## src/rtl/dcpt_params.svh

```systemverilog
// Offsets, fields and reset values of the timer block
`ifndef DCPT_PARAMS_SVH
`define DCPT_PARAMS_SVH

// ---------------------------------------------------------------
// Register byte offsets
// ---------------------------------------------------------------
`define DCPT_OFS_CTRL 6'h00
`define DCPT_OFS_CMD 6'h04
`define DCPT_OFS_PERIOD 6'h08
`define DCPT_OFS_COMPARE 6'h0c
`define DCPT_OFS_COUNT 6'h10
`define DCPT_OFS_CAPTURE 6'h14
`define DCPT_OFS_DEADBAND 6'h18
`define DCPT_OFS_DIVIDER 6'h1c
`define DCPT_OFS_STATUS 6'h20
`define DCPT_OFS_IRQ_CLR 6'h24
`define DCPT_OFS_IRQ_EN 6'h28
`define DCPT_OFS_STATE 6'h2c

// ---------------------------------------------------------------
// Field positions
// ---------------------------------------------------------------
`define DCPT_CTRL_RUN_LSB 0
`define DCPT_CTRL_CMP_LSB 2
`define DCPT_CTRL_SRC_LSB 5
`define DCPT_CTRL_COMPL_BIT 7
`define DCPT_CMD_START_BIT 0
`define DCPT_CMD_STOP_BIT 1
`define DCPT_ST_TC_BIT 0
`define DCPT_ST_CAP_BIT 1
`define DCPT_ST_KILL_BIT 2

// ---------------------------------------------------------------
// Reset values
// ---------------------------------------------------------------
`define DCPT_CTRL_RST 8'h00
`define DCPT_PERIOD_RST 16'hffff
`define DCPT_COMPARE_RST 16'h8000
`define DCPT_DEADBAND_RST 8'h00
`define DCPT_DIVIDER_RST 16'h0000
`define DCPT_IRQ_EN_RST 3'h0

`endif

```

## src/rtl/dcpt_pkg.sv

```systemverilog
// Types shared by the timer block
package dcpt_pkg;
	typedef enum logic [1:0] {RUN_FREE, RUN_ONESHOT, RUN_GATED} dcpt_run_t;
	typedef enum logic [2:0] {
		less_than_compare,
		less_or_equal_compare,
		equal_compare,
		greater_or_equal_compare,
		greater_than_compare
	} dcpt_cmp_t;
	typedef enum logic [1:0] {SRC_SYS, SRC_DIV, SRC_EXT} dcpt_src_t;
	typedef enum logic {ST_IDLE, ST_RUN} dcpt_state_t;
endpackage

```

## src/rtl/dcpt_sync.sv

```systemverilog
// Two-stage synchroniser for routed input pins
`timescale 1ns/1ns
module dcpt_sync #(
	parameter int W = 5
) (
	input wire logic clk_in,
	input wire logic resetn_in,
	input wire logic [W-1:0] async_in,
	output logic [W-1:0] sync_out
);
	// ------------------------------------------------------------
	// One pair of flip-flops per bit
	// ------------------------------------------------------------
	genvar i;
	generate
		for (i = 0; i < W; i++) begin : g_bit
			logic meta_r;
			logic stable_r;
			// First stage feeds only the second stage
			always_ff @(posedge clk_in or negedge resetn_in) begin
				if (!resetn_in) begin
					meta_r <= 1'b0;
					stable_r <= 1'b0;
				end else begin
					meta_r <= async_in[i];
					stable_r <= meta_r;
				end
			end
			assign sync_out[i] = stable_r;
		end
	endgenerate
endmodule

```

## src/rtl/dcpt_deadband.sv

```systemverilog
// Complementary output pair with programmable dead time
`timescale 1ns/1ns
module dcpt_deadband (
	input wire logic clk_in,
	input wire logic resetn_in,
	input wire logic tick_in,
	input wire logic cmp_in,
	input wire logic kill_in,
	input wire logic [7:0] dead_in,
	output logic hi_out,
	output logic lo_out
);
	logic prev_r;
	logic [7:0] dcnt_r;
	logic [7:0] dcnt_nxt;
	logic hi_r;
	logic lo_r;
	logic edge_w;
	logic quiet_w;

	// ------------------------------------------------------------
	// Dead time counter, reloaded on every compare edge
	// ------------------------------------------------------------
	assign edge_w = cmp_in != prev_r;
	assign quiet_w = !edge_w && dcnt_r == 8'h00;
	assign dcnt_nxt = edge_w ? dead_in :
		(tick_in && dcnt_r != 8'h00) ? dcnt_r - 8'h01 : dcnt_r;

	// Both outputs stay low while the dead time runs
	always_ff @(posedge clk_in or negedge resetn_in) begin
		if (!resetn_in) begin
			prev_r <= 1'b0;
			dcnt_r <= 8'h00;
			hi_r <= 1'b0;
			lo_r <= 1'b0;
		end else begin
			prev_r <= cmp_in;
			dcnt_r <= dcnt_nxt;
			hi_r <= !kill_in && quiet_w && cmp_in;
			lo_r <= !kill_in && quiet_w && !cmp_in;
		end
	end

	assign hi_out = hi_r;
	assign lo_out = lo_r;
endmodule

```

## src/rtl/dcpt_timer.sv

```systemverilog
// Down-counting timer, counter and PWM with Avalon-MM registers
//
// Local design decisions: the placing of the registers and register access over Avalon-MM.
`timescale 1ns/1ns
`include "dcpt_params.svh"
module dcpt_timer (
	input wire logic clk_in,
	input wire logic resetn_in,
	input wire logic [5:0] avs_address_in,
	input wire logic avs_read_in,
	input wire logic avs_write_in,
	input wire logic [31:0] avs_writedata_in,
	output logic [31:0] avs_readdata_out,
	output logic avs_waitrequest_out,
	input wire logic count_reset_in,
	input wire logic capture_in,
	input wire logic count_enable_in,
	input wire logic kill_in,
	input wire logic ext_clk_in,
	output logic cmp_out,
	output logic cmp_n_out,
	output logic tc_out,
	output logic pwm_hi_out,
	output logic pwm_lo_out,
	output logic irq_out
);
	// ------------------------------------------------------------
	// Declarations
	// ------------------------------------------------------------
	logic [4:0] pins_w;
	logic [4:0] syn_w;
	logic rst_s, cap_s, en_s, kill_s, ext_s;
	logic cap_d_r, kill_d_r, ext_d_r;
	logic wait_r;
	logic [31:0] rdata_r;
	logic [31:0] rmux_w;
	logic wr_fire, rd_load;
	logic wr_ctrl, wr_cmd, wr_period, wr_compare, wr_dead, wr_div;
	logic wr_clr, wr_ien;
	logic [7:0] ctrl_r;
	logic [15:0] period_r, compare_r, div_r, div_cnt_r, div_cnt_nxt;
	logic [15:0] count_r, count_nxt, capture_r;
	logic [7:0] dead_r;
	logic [2:0] status_r, status_nxt, ien_r, ev_w, clr_w;
	logic irq_r;
	dcpt_pkg::dcpt_run_t run_mode;
	dcpt_pkg::dcpt_cmp_t cmp_mode;
	dcpt_pkg::dcpt_src_t src_sel;
	dcpt_pkg::dcpt_state_t state_r, state_nxt;
	logic start_cmd, stop_cmd;
	logic div_hit, ext_rise, cap_rise, kill_rise, tick;
	logic advance, at_zero, tc_event;
	logic cmp_raw, cmp_r, cmp_n_r, tc_r;

	// ------------------------------------------------------------
	// Pin synchronisation and edge detection
	// ------------------------------------------------------------
	assign pins_w = {ext_clk_in, kill_in, count_enable_in, capture_in,
		count_reset_in};
	dcpt_sync #(.W(5)) u_sync (
		.clk_in(clk_in),
		.resetn_in(resetn_in),
		.async_in(pins_w),
		.sync_out(syn_w)
	);
	assign rst_s = syn_w[0];
	assign cap_s = syn_w[1];
	assign en_s = syn_w[2];
	assign kill_s = syn_w[3];
	assign ext_s = syn_w[4];
	assign ext_rise = ext_s && !ext_d_r;
	assign cap_rise = cap_s && !cap_d_r;
	assign kill_rise = kill_s && !kill_d_r;

	// Delayed copies for edge detection
	always_ff @(posedge clk_in or negedge resetn_in) begin
		if (!resetn_in) begin
			cap_d_r <= 1'b0;
			kill_d_r <= 1'b0;
			ext_d_r <= 1'b0;
		end else begin
			cap_d_r <= cap_s;
			kill_d_r <= kill_s;
			ext_d_r <= ext_s;
		end
	end

	// ------------------------------------------------------------
	// Avalon-MM slave: one wait cycle per access
	// ------------------------------------------------------------
	assign wr_fire = avs_write_in && !wait_r;
	assign rd_load = avs_read_in && wait_r;
	assign wr_ctrl = wr_fire && avs_address_in == `DCPT_OFS_CTRL;
	assign wr_cmd = wr_fire && avs_address_in == `DCPT_OFS_CMD;
	assign wr_period = wr_fire && avs_address_in == `DCPT_OFS_PERIOD;
	assign wr_compare = wr_fire && avs_address_in == `DCPT_OFS_COMPARE;
	assign wr_dead = wr_fire && avs_address_in == `DCPT_OFS_DEADBAND;
	assign wr_div = wr_fire && avs_address_in == `DCPT_OFS_DIVIDER;
	assign wr_clr = wr_fire && avs_address_in == `DCPT_OFS_IRQ_CLR;
	assign wr_ien = wr_fire && avs_address_in == `DCPT_OFS_IRQ_EN;
	assign start_cmd = wr_cmd && avs_writedata_in[`DCPT_CMD_START_BIT];
	assign stop_cmd = wr_cmd && avs_writedata_in[`DCPT_CMD_STOP_BIT];

	// Read data selection; unmapped and write-only offsets read zero
	assign rmux_w =
		avs_address_in == `DCPT_OFS_CTRL ? {24'h000000, ctrl_r} :
		avs_address_in == `DCPT_OFS_PERIOD ? {16'h0000, period_r} :
		avs_address_in == `DCPT_OFS_COMPARE ? {16'h0000, compare_r} :
		avs_address_in == `DCPT_OFS_COUNT ? {16'h0000, count_r} :
		avs_address_in == `DCPT_OFS_CAPTURE ? {16'h0000, capture_r} :
		avs_address_in == `DCPT_OFS_DEADBAND ? {24'h000000, dead_r} :
		avs_address_in == `DCPT_OFS_DIVIDER ? {16'h0000, div_r} :
		avs_address_in == `DCPT_OFS_STATUS ? {29'h00000000, status_r} :
		avs_address_in == `DCPT_OFS_IRQ_EN ? {29'h00000000, ien_r} :
		avs_address_in == `DCPT_OFS_STATE ?
			{31'h00000000, state_r == dcpt_pkg::ST_RUN} :
		32'h00000000;

	// Waitrequest drops for one cycle after a request appears
	always_ff @(posedge clk_in or negedge resetn_in) begin
		if (!resetn_in) begin
			wait_r <= 1'b1;
			rdata_r <= 32'h00000000;
		end else begin
			wait_r <= !((avs_read_in || avs_write_in) && wait_r);
			if (rd_load) begin
				rdata_r <= rmux_w;
			end
		end
	end

	// Software-written configuration
	always_ff @(posedge clk_in or negedge resetn_in) begin
		if (!resetn_in) begin
			ctrl_r <= `DCPT_CTRL_RST;
			period_r <= `DCPT_PERIOD_RST;
			compare_r <= `DCPT_COMPARE_RST;
			dead_r <= `DCPT_DEADBAND_RST;
			div_r <= `DCPT_DIVIDER_RST;
			ien_r <= `DCPT_IRQ_EN_RST;
		end else begin
			if (wr_ctrl) ctrl_r <= avs_writedata_in[7:0];
			if (wr_period) period_r <= avs_writedata_in[15:0];
			if (wr_compare) compare_r <= avs_writedata_in[15:0];
			if (wr_dead) dead_r <= avs_writedata_in[7:0];
			if (wr_div) div_r <= avs_writedata_in[15:0];
			if (wr_ien) ien_r <= avs_writedata_in[2:0];
		end
	end

	// ------------------------------------------------------------
	// Count clock selection
	// ------------------------------------------------------------
	assign run_mode = dcpt_pkg::dcpt_run_t'(ctrl_r[`DCPT_CTRL_RUN_LSB +: 2]);
	assign cmp_mode = dcpt_pkg::dcpt_cmp_t'(ctrl_r[`DCPT_CTRL_CMP_LSB +: 3]);
	assign src_sel = dcpt_pkg::dcpt_src_t'(ctrl_r[`DCPT_CTRL_SRC_LSB +: 2]);
	assign div_hit = div_cnt_r == div_r;
	assign div_cnt_nxt = div_hit ? 16'h0000 : div_cnt_r + 16'h0001;
	assign tick = src_sel == dcpt_pkg::SRC_SYS ? 1'b1 :
		src_sel == dcpt_pkg::SRC_DIV ? div_hit :
		src_sel == dcpt_pkg::SRC_EXT ? ext_rise : 1'b0;

	// ------------------------------------------------------------
	// Down counter and run state
	// ------------------------------------------------------------
	assign advance = tick && state_r == dcpt_pkg::ST_RUN &&
		(run_mode != dcpt_pkg::RUN_GATED || en_s);
	assign at_zero = count_r == 16'h0000;
	assign tc_event = advance && at_zero;
	assign count_nxt = (start_cmd || rst_s) ? period_r :
		tc_event ? period_r :
		advance ? count_r - 16'h0001 : count_r;

	// Run state: start wins over stop; one-shot stops at terminal count
	always_comb begin
		state_nxt = state_r;
		case (state_r)
			dcpt_pkg::ST_IDLE: begin
				if (start_cmd) state_nxt = dcpt_pkg::ST_RUN;
			end
			dcpt_pkg::ST_RUN: begin
				if (start_cmd) begin
					state_nxt = dcpt_pkg::ST_RUN;
				end else if (stop_cmd) begin
					state_nxt = dcpt_pkg::ST_IDLE;
				end else if (tc_event &&
					run_mode == dcpt_pkg::RUN_ONESHOT) begin
					state_nxt = dcpt_pkg::ST_IDLE;
				end
			end
			default: state_nxt = dcpt_pkg::ST_IDLE;
		endcase
	end

	// Counter, divider and capture registers
	always_ff @(posedge clk_in or negedge resetn_in) begin
		if (!resetn_in) begin
			state_r <= dcpt_pkg::ST_IDLE;
			count_r <= `DCPT_PERIOD_RST;
			div_cnt_r <= 16'h0000;
			capture_r <= 16'h0000;
		end else begin
			state_r <= state_nxt;
			count_r <= count_nxt;
			div_cnt_r <= div_cnt_nxt;
			if (cap_rise) capture_r <= count_r;
		end
	end

	// ------------------------------------------------------------
	// Compare stage and outputs
	// ------------------------------------------------------------
	assign cmp_raw =
		cmp_mode == dcpt_pkg::less_than_compare ? count_r < compare_r :
		cmp_mode == dcpt_pkg::less_or_equal_compare ? count_r <= compare_r :
		cmp_mode == dcpt_pkg::equal_compare ? count_r == compare_r :
		cmp_mode == dcpt_pkg::greater_or_equal_compare ?
			count_r >= compare_r :
		cmp_mode == dcpt_pkg::greater_than_compare ? count_r > compare_r :
		1'b0;

	// Kill overrides both compare outputs
	always_ff @(posedge clk_in or negedge resetn_in) begin
		if (!resetn_in) begin
			cmp_r <= 1'b0;
			cmp_n_r <= 1'b0;
			tc_r <= 1'b0;
		end else begin
			cmp_r <= cmp_raw && !kill_s;
			cmp_n_r <= ctrl_r[`DCPT_CTRL_COMPL_BIT] && !cmp_raw &&
				!kill_s;
			tc_r <= tc_event;
		end
	end

	dcpt_deadband u_dead (
		.clk_in(clk_in),
		.resetn_in(resetn_in),
		.tick_in(tick),
		.cmp_in(cmp_raw),
		.kill_in(kill_s),
		.dead_in(dead_r),
		.hi_out(pwm_hi_out),
		.lo_out(pwm_lo_out)
	);

	// ------------------------------------------------------------
	// Interrupt status: set wins over clear
	// ------------------------------------------------------------
	assign ev_w = {kill_rise, cap_rise, tc_event};
	assign clr_w = wr_clr ? avs_writedata_in[2:0] : 3'h0;
	assign status_nxt = (status_r & ~clr_w) | ev_w;

	// Sticky flags and level interrupt
	always_ff @(posedge clk_in or negedge resetn_in) begin
		if (!resetn_in) begin
			status_r <= 3'h0;
			irq_r <= 1'b0;
		end else begin
			status_r <= status_nxt;
			irq_r <= |(status_r & ien_r);
		end
	end

	assign avs_readdata_out = rdata_r;
	assign avs_waitrequest_out = wait_r;
	assign cmp_out = cmp_r;
	assign cmp_n_out = cmp_n_r;
	assign tc_out = tc_r;
	assign irq_out = irq_r;
endmodule

```

## config.mk

```make
export PLATFORM = sky130hd
export DESIGN_NAME = dcpt_timer
export DESIGN_NICKNAME = d
export VERILOG_FILES = /design/src/rtl/dcpt_pkg.sv /design/src/rtl/dcpt_sync.sv /design/src/rtl/dcpt_deadband.sv /design/src/rtl/dcpt_timer.sv
export VERILOG_INCLUDE_DIRS = /design/src /design/src/rtl
export SDC_FILE = /design/constraint.sdc
export NUM_CORES = 1
export LEC_CHECK = 0
export BUFFER_PORTS_ARGS = -buffer_cell sky130_fd_sc_hd__buf_4
export CAP_MARGIN = 25
export CELL_PAD_IN_SITES_DETAIL_PLACEMENT = 1
export CELL_PAD_IN_SITES_GLOBAL_PLACEMENT = 1
export CORE_MARGIN = 8
export CORE_UTILIZATION = 45
export DETAILED_ROUTE_END_ITERATION = 10
export GPL_TIMING_DRIVEN = 1
export HOLD_SLACK_MARGIN = 0.06
export PLACE_DENSITY_LB_ADDON = 0.05
export SLEW_MARGIN = 10
export SYNTH_ARGS = -nofsm -noshare
export SYNTH_HDL_FRONTEND = slang
export SYNTH_HIERARCHICAL = 1
export SYNTH_SLANG_ARGS = --single-unit
```

## constraint.sdc

```tcl
create_clock -name clk_in -period 3.37 [get_ports clk_in]
set_input_delay 0 -clock clk_in [delete_from_list [all_inputs] [get_ports clk_in]]
set_output_delay 0 -clock clk_in [all_outputs]
set_load 0.01 [all_outputs]
```

# Word-level counts from Yosys, hierarchy flattened
# Cells that the tools add are included.
# word_totals
reg_bits	180
out_inout_bits	39
wordCells	146
in_bits	47
# classes
eq_ne	22
bitwise_logic	5
n_addsub	3
n_reduce_logical	48
magnitude_cmp	4
n_mux	30
# op_table
operator	count
2-to-1 mux 16 bit	11
== test 16 bit	2
logical AND 1 bit	28
== test 6 x 5 -> 1 bit (second input constant)	4
== test 6 bit (second input constant)	4
adder 16 x 1 -> 16 bit (second input constant)	1
>= comparator 16 bit	1
greater-than comparator 16 bit	1
<= comparator 16 bit	1
zero test 16 bit	1
less-than comparator 16 bit	1
2-to-1 mux 8 bit	2
subtractor 16 x 1 -> 16 bit (second input constant)	1
2-to-1 mux 1 bit	13
== test 6 x 4 -> 1 bit (second input constant)	2
2-to-1 mux 3 bit	3
zero test 1 bit	8
zero test 8 bit	1
nonzero test 8 bit	1
subtractor 8 x 1 -> 8 bit (second input constant)	1
bitwise AND 3 bit	2
== test 3 x 2 -> 1 bit (second input constant)	2
== test 6 x 3 -> 1 bit (second input constant)	1
zero test 6 bit	1
16 further kinds	19

# Longest topological paths before layout
# Gate-level depths: netlist of run 1.
# depth
ltp_word	13
depth_mapped	13
mapped_depth_nobuf	12

# Hierarchy
# Netlist of run 1, hierarchy kept.
# by_module_without_submodules
module	cells_per_inst	instances	area_each_um2	seq_area_each_um2
dcpt_timer	716	1	7500.9	3621.0
dcpt_deadband	67	1	649.4	275.3
dcpt_sync	15	1	287.8	250.2

# Worst setup path before layout of run 1
# OpenSTA, ideal clock, no wires.
# synth_timing
kind	reg2reg
start	register compare_r[15]
end	register u_dead.dcnt_r[5]
setup_time_ns	0.082
required_ns	3.288
arrival_time_ns	2.589
slack_ns	0.699
synth_period_minus_slack_ns	2.671
stages_incl_launch_ff	12
path_buffers	1
cell_sequence	dfstp_2 inv_1 ha_1 nand4_1 or2_2 o311ai_0 or3_1 nand3_1 xnor2_2 clkbuf_8 nor2_1 a31oi_1
# synth_via
elab_chain_cells	8
elab_cells_between_ends	13
classes_between	order compare (4); eq/ne (2); mux (6); reduce/logical (1)
# synth_rtl
element	line_no	source
from (decl)	dcpt_timer.sv:41	logic [15:0] period_r, compare_r, div_r, div_cnt_r, div_cnt_nxt;
from (signal assigned)	dcpt_timer.sv:137	compare_r <= `DCPT_COMPARE_RST;
from (signal assigned)	dcpt_timer.sv:144	if (wr_compare) compare_r <= avs_writedata_in[15:0];
greater-than comparator 16 bit	dcpt_timer.sv:219	cmp_mode == dcpt_pkg::greater_than_compare ? count_r > compare_r :
2-to-1 mux 1 bit	dcpt_timer.sv:219	
2-to-1 mux 1 bit	dcpt_timer.sv:217	cmp_mode == dcpt_pkg::greater_or_equal_compare ?
2-to-1 mux 1 bit	dcpt_timer.sv:216	cmp_mode == dcpt_pkg::equal_compare ? count_r == compare_r :
2-to-1 mux 1 bit	dcpt_timer.sv:215	cmp_mode == dcpt_pkg::less_or_equal_compare ? count_r <= compare_r :
2-to-1 mux 1 bit (*)	dcpt_timer.sv:214	cmp_mode == dcpt_pkg::less_than_compare ? count_r < compare_r :
named net cmp_raw	dcpt_timer.sv:53	logic cmp_raw, cmp_r, cmp_n_r, tc_r;
!= test 1 bit (*)	dcpt_deadband.sv:24	assign edge_w = cmp_in != prev_r;
2-to-1 mux 8 bit or nonzero test 2 bit (tied branches)	-	
to (signal assigned)	dcpt_deadband.sv:38	dcnt_r <= dcnt_nxt;
to (decl)	dcpt_deadband.sv:14	logic [7:0] dcnt_r;
# Mark *: on every way through the listed nets, which the timed path passes. The rest lies on a longest branch.
# A chain may end at the register's enable or synchronous reset.

# Final worst setup path of run 1
# layout_timing
start	register count_r[1]
end	register state_r
# layout_via
elab_chain_cells	7
# layout_rtl
element	line_no	source
from (decl)	dcpt_timer.sv:42	logic [15:0] count_r, count_nxt, capture_r;
from (signal assigned)	dcpt_timer.sv:199	count_r <= `DCPT_PERIOD_RST;
from (signal assigned)	dcpt_timer.sv:204	count_r <= count_nxt;
zero test 16 bit	dcpt_timer.sv:168	assign at_zero = count_r == 16'h0000;
logical AND 1 bit	dcpt_timer.sv:169	assign tc_event = advance && at_zero;
logical AND 1 bit	dcpt_timer.sv:186	end else if (tc_event &&
2-to-1 mux 1 bit	dcpt_timer.sv:186	
2-to-1 mux 1 bit	dcpt_timer.sv:184	end else if (stop_cmd) begin
2-to-1 mux 1 bit	dcpt_timer.sv:182	if (start_cmd) begin
one-hot mux 1 bit (2 select lines)	dcpt_timer.sv:177	case (state_r)
named net state_nxt	dcpt_timer.sv:49	dcpt_pkg::dcpt_state_t state_r, state_nxt;
to (signal assigned)	dcpt_timer.sv:198	state_r <= dcpt_pkg::ST_IDLE;
to (signal assigned)	dcpt_timer.sv:203	state_r <= state_nxt;
to (decl)	dcpt_timer.sv:49	
# The timed path passes the listed nets, and every way through them passes these cells.

==> results of run 1 <==
-- power groups by stage --
| stage | registers [W] | clock network [W] | logic (W) |
|---|---|---|---|
| 2_1_floorplan | 0.00252 | 0 | 0.000952 |
| 3_3_place_gp | 0.00263 | 0 | 0.00125 |
| 3_5_place_dp | 0.00265 | 0 | 0.00132 |
| 4_1_cts | 0.00262 | 0.00203 | 0.00137 |
| 5_1_grt | 0.00266 | 0.00211 | 0.00152 |
| 6_report | 0.00262 | 0.00199 | 0.00136 |
-- metal layers --
layer | vias to the layer above | share of wire [%]
met4 | 0 | 1.5
li1 | 3007 | -
met5 | - | 0
met2 | 139 | 48
met1 | 3328 | 45
met3 | 21 | 4.7
-- timing repair --
item | in CTS | in global routing
buffers inserted | 0 | 0
endpoints found under the setup margin | 1 | 3
resized for setup | 1 | 3
gates cloned | 0 | 0
endpoints found under the hold margin | 154 | 0
hold buffers | 25 | 0
-- cells by family after synthesis --
logic type	count (synthesis)
AOI/OAI and AO/OA	168
adders and majority gates	20
buffers and inverters	93
muxes	93
and+or+nand+nor	231
xor gates and xnor gates	28
other	1
DFF	164
-- worst reg2reg max path: stages, from the launching register on --
cell           delay (ns)
dfstp_2              0.61
inv_1                0.09
ha_1                 0.24
nor4b_2              0.19
nand4_1              0.16
inv_1                0.06
a32oi_1              0.64
buf_4                0.29
nor3b_1              0.07
o21ai_0              0.13
dlygate4sd3_1        0.56
-- final cells by class --
cell class	count	area (µm²)
fillers	1990	8670
repair buffers	99	817
inverters	38	143
clock inverters	13	148
well taps	234	293
flip-flops and latches	164	4150
multi-input cells	556	3910
clock buffers	19	453
-- cell usage in the layout (no fill, tap or decap), drive strengths merged, types with 24 or more instances in the layout --
cell           n
dfrtp        130
mux2          78
buf           74
nand2         69
o21ai         63
nor2          42
inv           41
dfstp         34
dlygate4sd3   25
nand3         24
-- Yosys cell counts, types with 4 or more instances --
cell / n / share of area, %
buf_2: 8 / 0.47
nor4_1: 9 / 0.67
o211ai_1: 4 / 0.36
nand2b_1: 8 / 0.59
inv_1: 38 / 1.7
mux2_2: 78 / 10
a221o_1: 6 / 0.71
dfstp_2: 34 / 11
nand3_1: 24 / 1.4
or4_1: 4 / 0.36
a221oi_1: 13 / 1.3
clkbuf_1: 19 / 0.85
mux2i_1: 15 / 1.8
buf_4: 21 / 1.9
xnor2_1: 21 / 2.2
xor2_1: 6 / 0.62
or3_1: 8 / 0.59
dfrtp_1: 130 / 39
nand2_1: 69 / 3.1
a21o_1: 8 / 0.71
nor2b_1: 6 / 0.44
nor3_1: 13 / 0.77
a21oi_1: 19 / 1.1
o22ai_1: 8 / 0.59
a31oi_1: 7 / 0.52
nand4_1: 16 / 1.2
a22oi_1: 14 / 1.2
o21ai_0: 62 / 3.7
and3_1: 11 / 0.82
ha_1: 20 / 3.0
nor2_1: 42 / 1.9
buf_1: 4 / 0.18
-- state kept, by name, indices dropped and copies added, names as in the netlist, 5 cells and up --
register               flops
period_r                  16
u_dead/dcnt_r              8
div_r                     16
u_sync/g_bit.meta_r        5
ctrl_r                     8
dead_r                     8
avs_readdata_out          16
capture_r                 16
div_cnt_r                 16
compare_r                 16
count_r                   16
u_sync/g_bit.stable_r      5
-- worst max path at each step --
stage / end / slack [ns] / cells past startpoint
after CTS: u_dead/dcnt_r[0] / 0.13 / 10
after global routing: u_dead/dcnt_r[0] / 0.05 / 10
after global placement: u_dead/dcnt_r[0] / 0.13 / 10
after detailed placement: u_dead/dcnt_r[0] / -0.002 / 10
final: state_r / 0.28 / 10
after floorplan: u_dead/dcnt_r[5] / 0.70 / 11
-- through the flow --
stage                     setup slack, ns  total power, W
after floorplan                     0.699         0.00348
after global placement              0.133         0.00388
after detailed placement         -0.00206         0.00397
after CTS                           0.131         0.00601
after global routing               0.0510         0.00629
final                               0.277         0.00597
==> impl_metrics.ini, run 1 <==
[grt]
number_of_global_route_vias_before_repair = 7070
grt_max_degree = 86
global_route.usage.met1_pct = 29.1
grt_first_pass_wirelength_mm = 40.6
groute.layer.met2.usage_pct = 36.4
grt_antenna_before_repair = 0
globalRouteOverflowTotal = 0
met3_usage_in_global_routing_pct = 5.53
grt_util_all_layers_pct = 22.3
grt-busiest-layer = met2

[setup_path]
worstReg2RegStart = count_r[1]
worstPathCellList = inv_1 > ha_1 > nor4b_2 > nand4_1 > inv_1 > a32oi_1 > buf_4 > nor3b_1 > o21ai_0 > dlygate4sd3_1
critical-path-top-cell-by-count = inv_1
timing.critical_path.max_delay_family = buffers and inverters
startpoint_type = register
critPathArrivalTime_ns = 3.46
crit_required_ns = 3.73
setup.worst_path.class = register to register
worst_setup_path_end_kind = register
crit-reg2reg-capture = state_r
worst_path_max_delay_cell = a32oi_1
r2r_setup_slack_ns = 0.28
critPathMaxStageDelay_ns = 0.64
rr_worst_depth = 10
crit_path_start = count_r[1]
critical_path_peak_fanout = 8
crit_buf_inv = 4

[pwr]
power.switching_fraction_pct = 32.2
ir_drop_mv = 0.333
power_frac_comb_pct = 22.8
total_leakage_power_nw = 4.42
power.share.clock_pct = 33.3
power_density_nw_per_um2 = 602
power.share.sequential_pct = 44.0
p_int_w = 0.00405
power.switching_w = 0.00192

[yosys]
syn-cell-area_um2 = 8440
synth_compound_area_share_pct = 13.1
post_synth_num_cell_types = 69
proportion_of_synthesized_flip_flops_having_asynchronous_set_or_reset_pct = 100
synth_xor_area_share_pct = 3.00
adder_and_majority_gate_portion_of_the_synthesized_area_pct = 2.97
synth_enable_flop_cells = 0
yosys_register_bits = 164
netlist_instances = 798
synth.avg_cell_area_um2 = 10.6
sequential_fraction_of_the_synthesis_area_pct = 49.1
synth_top_family_by_area = simple AND/OR/NAND/NOR gates
synthFlopType = dfrtp_1
synthSimpleGateAreaFrac_pct = 14.1
yosys-mux-area-fraction_pct = 12.2
yosys_warnings = 6

[sta]
grt_setup_unrepaired = no
slew-limit-headroom_pct = 46.8
skew_ns = 0.0115
finalCritPeriodShare_pct = 91.8
hold_viol = 0
timing.final.setup_violations = 0
max_slew_violations = 0
finalHoldWorstSlack_ns = 0.130
worst_pin_slew_ns = 0.799
highest_clock_rate_mhz = 323
finalWorstPathRequiredPeriod_ns = 3.09
final.setup.tns_ns = 0

[floorplanning]
dieWidth_um = 153
area_of_the_die_um2 = 23400
core_outline_area_um2 = 18600
start_util_pct = 45.4
floorplan.die.height_um = 153
rows = 50
pin_count = 86

[min_path]
timing.hold.worst_endpoint = ien_r[1]
min_delay_path_depth = 3
hold_start = avs_write_in
min_path_type = input pin to register

[placement]
placement.io_buffers = 53
dpl.hpwl_mm = 18.7
place_inst = 1066
placedInstanceArea_um2 = 9040
gp_routability_congestion = 0.898

[layout]
final_util_pct = 53.3
layout_cells_sized_above_1_pct = 26.2
fin_nets = 943
layout.cells.non_filler = 1123
area_growth_syn_to_layout_pct = 17.4
final_area_um2 = 9910
num_antenna_cells = 0

[route]
route.vias.total = 6495
drt-wirelength-per-cell_um = 22.7
drt-vias-per-instance = 5.78
detail_route.wirelength_mm = 25.5
antenna_left = 0
drc_errors = 0
first_pass_iters = 4
drt_first_iter_violations = 363

[cts]
cts_clock_pin_slew_for_the_worst_setup_and_hold_paths_ns = 0.07
cts_tree = done
clock_path_buffers = 2
worstSkewPairLatency_ns = 0.42
h_tree_depth = 4
cts-buffers-inserted = 17
root_buffer = clkbuf_16
clkSinkCount = 164

[status]
result_of_the_run = finished clean

[run]
maxCapViolCount = 0
Power figures use the tool's default switching activity.
==> run 2, diff against run 1 <==
PLACE_DENSITY = 0.8   (was unset)
PLACE_DENSITY_LB_ADDON = unset   (was 0.05)
==> impl_metrics.ini, run 2 (synthesized netlist as in run 1, its figures left out) <==
[status]
result_of_the_run = finished clean

[setup_path]
setup.worst_path.class = register to register
worstReg2RegStart = compare_r[15]
r2r_setup_slack_ns = 0.19
rr_worst_depth = 11
worst_setup_path_end_kind = register
crit_required_ns = 3.70
crit-reg2reg-capture = u_dead/dcnt_r[1]
startpoint_type = register
critical_path_peak_fanout = 4
critPathArrivalTime_ns = 3.51

[sta]
finalWorstPathRequiredPeriod_ns = 3.18
worst_pin_slew_ns = 0.906
setup_ws_ns = 0.189
grt_setup_unrepaired = no
skew_ns = 0.00663
hold_viol = 0
max_slew_violations = 0
slew-limit-headroom_pct = 39.5
highest_clock_rate_mhz = 314
finalCritPeriodShare_pct = 94.4
timing.final.setup_violations = 0
final.setup.tns_ns = 0

[cts]
cts_tree = done
cts-buffers-inserted = 17
h_tree_depth = 4
clkSinkCount = 164
root_buffer = clkbuf_16
clock_path_buffers = 2
cts_clock_pin_slew_for_the_worst_setup_and_hold_paths_ns = 0.06
worstSkewPairLatency_ns = 0.43

[layout]
layout.cells.most_common_list = 130 x dfrtp_1, 78 x mux2_2, 70 x buf_4
final_common_cell = dfrtp_1
num_antenna_cells = 0
layout.cells.non_filler = 1121
layout_cells_sized_above_1_pct = 26.2
final_util_pct = 53.2
layout.filler_cells = 2055
fin_nets = 941
area_growth_syn_to_layout_pct = 17.2

[route]
drt-vias-per-instance = 5.92
route.vias.total = 6633
detail_route.wirelength_mm = 24.6
first_pass_iters = 5
antenna_left = 0
drt_first_iter_violations = 590
drc_errors = 0
drt-wirelength-per-cell_um = 21.9

[floorplanning]
start_util_pct = 45.4
dieWidth_um = 153
core_outline_area_um2 = 18600
pin_count = 86
area_of_the_die_um2 = 23400
rows = 50
floorplan.die.height_um = 153

[grt]
grt_util_all_layers_pct = 21.1
number_of_global_route_vias_before_repair = 7036
globalRouteOverflowTotal = 0
grt_first_pass_wirelength_mm = 39.1
grt_antenna_before_repair = 0
grt_max_degree = 85

[pwr]
power_density_nw_per_um2 = 599
total_leakage_power_nw = 4.40
ir_drop_mv = 0.367

[min_path]
timing.hold.worst_endpoint = state_r
min_delay_path_depth = 4
hold_start = avs_address_in[5]
min_path_type = input pin to register

[placement]
place_inst = 1064
placement.io_buffers = 53
dpl.hpwl_mm = 17.0
dp_worst_setup_slack_ns = -0.290
gp_routability_congestion = 0.875

[run]
maxCapViolCount = 0
==> run 2: report_power, final <==
part,switching [W],internal (W)
registers,0.000317,0.00230
logic,0.000772,0.000635
clock network,0.000831,0.00107
total,0.00192,0.00401
==> run 2: metal layers <==
metal	GRT usage, %	share of wire, %	up-vias
met5	0	0	-
met4	7.02	2.0	0
met3	3.35	4.3	39
met2	35.9	51	157
met1	27.0	43	3436
li1	-	-	3001
==> run 2: worst max path at each step <==
stage / start / endpoint / depth (start not counted)
after detailed placement: compare_r[15] / u_dead/dcnt_r[0] / 11
final: compare_r[15] / u_dead/dcnt_r[1] / 11
after CTS: compare_r[15] / u_dead/dcnt_r[2] / 11
after floorplan: compare_r[15] / u_dead/dcnt_r[5] / 11
after global placement: compare_r[15] / u_dead/dcnt_r[1] / 11
after global routing: compare_r[15] / u_dead/dcnt_r[1] / 11
==> run 2: timing repair <==
item,CTS,global route
pin swaps,0,1
endpoints found under the hold margin,137,0
cloned,0,0
setup buffers,0,1
setup endpoints to repair,8,8
resized for setup,2,2
hold buffers,24,0
==> run 2: metrics by stage <==
step	power [W]	hold slack [ns]	area (µm²)
6_report	0.00593	0.0802	9890
5_1_grt	0.00621	0.0966	9890
4_1_cts	0.00590	0.0651	9850
3_5_place_dp	0.00392	0.103	9030
3_3_place_gp	0.00384	0.103	9030
2_1_floorplan	0.00348	-0.296	8490
==> run 2: worst max-delay path, stage by stage, from the launching register on <==
cell,delay [ns]
dfstp_2,0.54
inv_1,0.04
ha_1,0.29
nand4_1,0.20
nor4_1,0.48
buf_4,0.20
nor4_1,0.04
o21ai_0,0.32
nand3_2,0.28
buf_4,0.23
xor2_1,0.17
o311ai_1,0.28
==> run 2: cell type report <==
cell class | count | area [µm²] | share of cell area [%]
flip-flops and latches | 164 | 4150 | 41.9
clock inverters | 12 | 105 | 1.06
multi-input cells | 556 | 3920 | 39.6
clock buffers | 20 | 467 | 4.72
well taps | 234 | 293 | 2.96
repair buffers | 97 | 817 | 8.26
inverters | 38 | 143 | 1.44
==> run 3, diff against run 2 <==
REMOVE_ABC_BUFFERS = 1   (was unset)
==> impl_metrics.ini, run 3 (synthesized netlist as in run 1, its figures left out) <==
[status]
result_of_the_run = finished clean

[sta]
skew_ns = 0.00843
worst_pin_slew_ns = 0.986
highest_clock_rate_mhz = 319
final.setup.tns_ns = 0
finalCritPeriodShare_pct = 92.9
max_slew_violations = 0
timing.final.setup_violations = 0
slew-limit-headroom_pct = 34.1
finalWorstPathRequiredPeriod_ns = 3.13
hold_viol = 0

[cts]
h_tree_depth = 4
cts_clock_pin_slew_for_the_worst_setup_and_hold_paths_ns = 0.07
root_buffer = clkbuf_16
cts-buffers-inserted = 17
worstSkewPairLatency_ns = 0.45
post_cts_buffers = 0
cts_tree = done
clock_path_buffers = 2
clkSinkCount = 164

[route]
drt-vias-per-instance = 5.97
drt-wirelength-per-cell_um = 22.7
first_pass_iters = 5
antenna_left = 0
drc_errors = 0
route.vias.total = 6720
detail_route.wirelength_mm = 25.5
drt_first_iter_violations = 516

[setup_path]
timing.critical_path.max_delay_family = simple AND/OR/NAND/NOR gates
setup.worst_path.class = register to register
critPathArrivalTime_ns = 3.48
critical-path-top-cell-by-count = buf_4
worst_setup_path_end_kind = register
worstPathCellList = inv_1 > ha_1 > nand4_1 > or2_2 > o311ai_0 > buf_4 > o21ai_0 > nand3_1 > buf_4 > xor2_1 > nand2_1 > o311ai_1
crit_required_ns = 3.72
worst_path_max_delay_cell = dfstp_2
critPathMaxStageDelay_ns = 0.55
crit_buf_inv = 3
startpoint_type = register
critical_path_peak_fanout = 4

[layout]
fin_nets = 946
layout.cells.non_filler = 1126
layout_cells_sized_above_1_pct = 26.1
area_growth_syn_to_layout_pct = 17.6
num_antenna_cells = 0
final_common_cell = dfrtp_1
final_util_pct = 53.4
final_area_um2 = 9920
layout.cells.most_common_list = 130 x dfrtp_1, 78 x mux2_2, 74 x buf_4

[floorplanning]
rows = 50
dieWidth_um = 153
area_of_the_die_um2 = 23400
core_outline_area_um2 = 18600
start_util_pct = 45.4
pin_count = 86
floorplan.die.height_um = 153

[grt]
number_of_global_route_vias_before_repair = 7256
grt_first_pass_wirelength_mm = 41.1
globalRouteOverflowTotal = 0
grt_antenna_before_repair = 0
grt_max_degree = 91
grt_util_all_layers_pct = 22.3

[placement]
dpl.hpwl_mm = 17.1
place_inst = 1068
placement.io_buffers = 53
gp_routability_congestion = 0.870
placedInstanceArea_um2 = 9060

[pwr]
power_density_nw_per_um2 = 604
ir_drop_mv = 0.379
total_leakage_power_nw = 4.42

[run]
maxCapViolCount = 0

[min_path]
min_path_type = input pin to register
==> run 3: final cells by class <==
class	count	area, µm²
Clock buffer	17	425
Multi-Input combinational cell	556	3910
Timing Repair Buffer	102	847
Inverter	38	143
Tap cell	234	293
Sequential cell	164	4150
Clock inverter	15	158
Fill cell	1998	8660
==> run 3: path summary, 6_finish.rpt <==
path	from	end	slack, ns	depth (start not counted)
max	compare_r[15]	u_dead/dcnt_r[1]	0.24	12
min	avs_address_in[1]	state_r	0.1	5
max reg2reg	compare_r[15]	u_dead/dcnt_r[1]	0.24	12
min reg2reg	u_sync/g_bit[1].meta_r	u_sync/g_bit[1].stable_r	0.35	0
max in group asynchronous	resetn_in	u_dead/dcnt_r[6]	2.28	3
min in group asynchronous	resetn_in	div_r[13]	0.18	2
==> run 3: power breakdown <==
part	leakage, nW	switching [W]	internal [W]
logic	2.08	0.000764	0.000609
registers	2.06	0.000338	0.00230
clock network	0.282	0.000935	0.00105
==> run 3: repair_timing <==
item                                    CTS  global route
endpoints found under the setup margin    0             4
hold endpoints to repair                145             0
hold buffers                             26             0
gates resized for setup                   0             2
==> run 3: per-layer routing <==
metal / track usage (%) / vias to the layer above / wire (µm) / share of wire (%)
met3: 4.43 / 49 / 1180 / 4.6
met1: 29.0 / 3478 / 11200 / 44
met5: 0 / - / 0 / 0
li1: - / 3013 / - / -
met4: 8.34 / 0 / 636 / 2.5
met2: 36.3 / 180 / 12500 / 49
==> run 3: through the flow <==
| stage | hold slack (ns) | worst slack, ns | total power, W |
|---|---|---|---|
| floorplan | -0.296 | -0.475 | 0.00341 |
| detailed placement | 0.111 | 0.157 | 0.00393 |
| global route | 0.128 | -0.0105 | 0.00628 |
| global placement | 0.110 | 0.259 | 0.00385 |
| finish | 0.0979 | 0.239 | 0.00599 |
| CTS | 0.0911 | 0.111 | 0.00598 |
==> run 3: worst reg2reg max path, cell delays in order, from the launching register on <==
cell      delay (ns)
dfstp_2         0.55
inv_1           0.05
ha_1            0.28
nand4_1         0.18
or2_2           0.35
o311ai_0        0.35
buf_4           0.20
o21ai_0         0.17
nand3_1         0.27
buf_4           0.18
xor2_1          0.27
nand2_1         0.10
o311ai_1        0.09
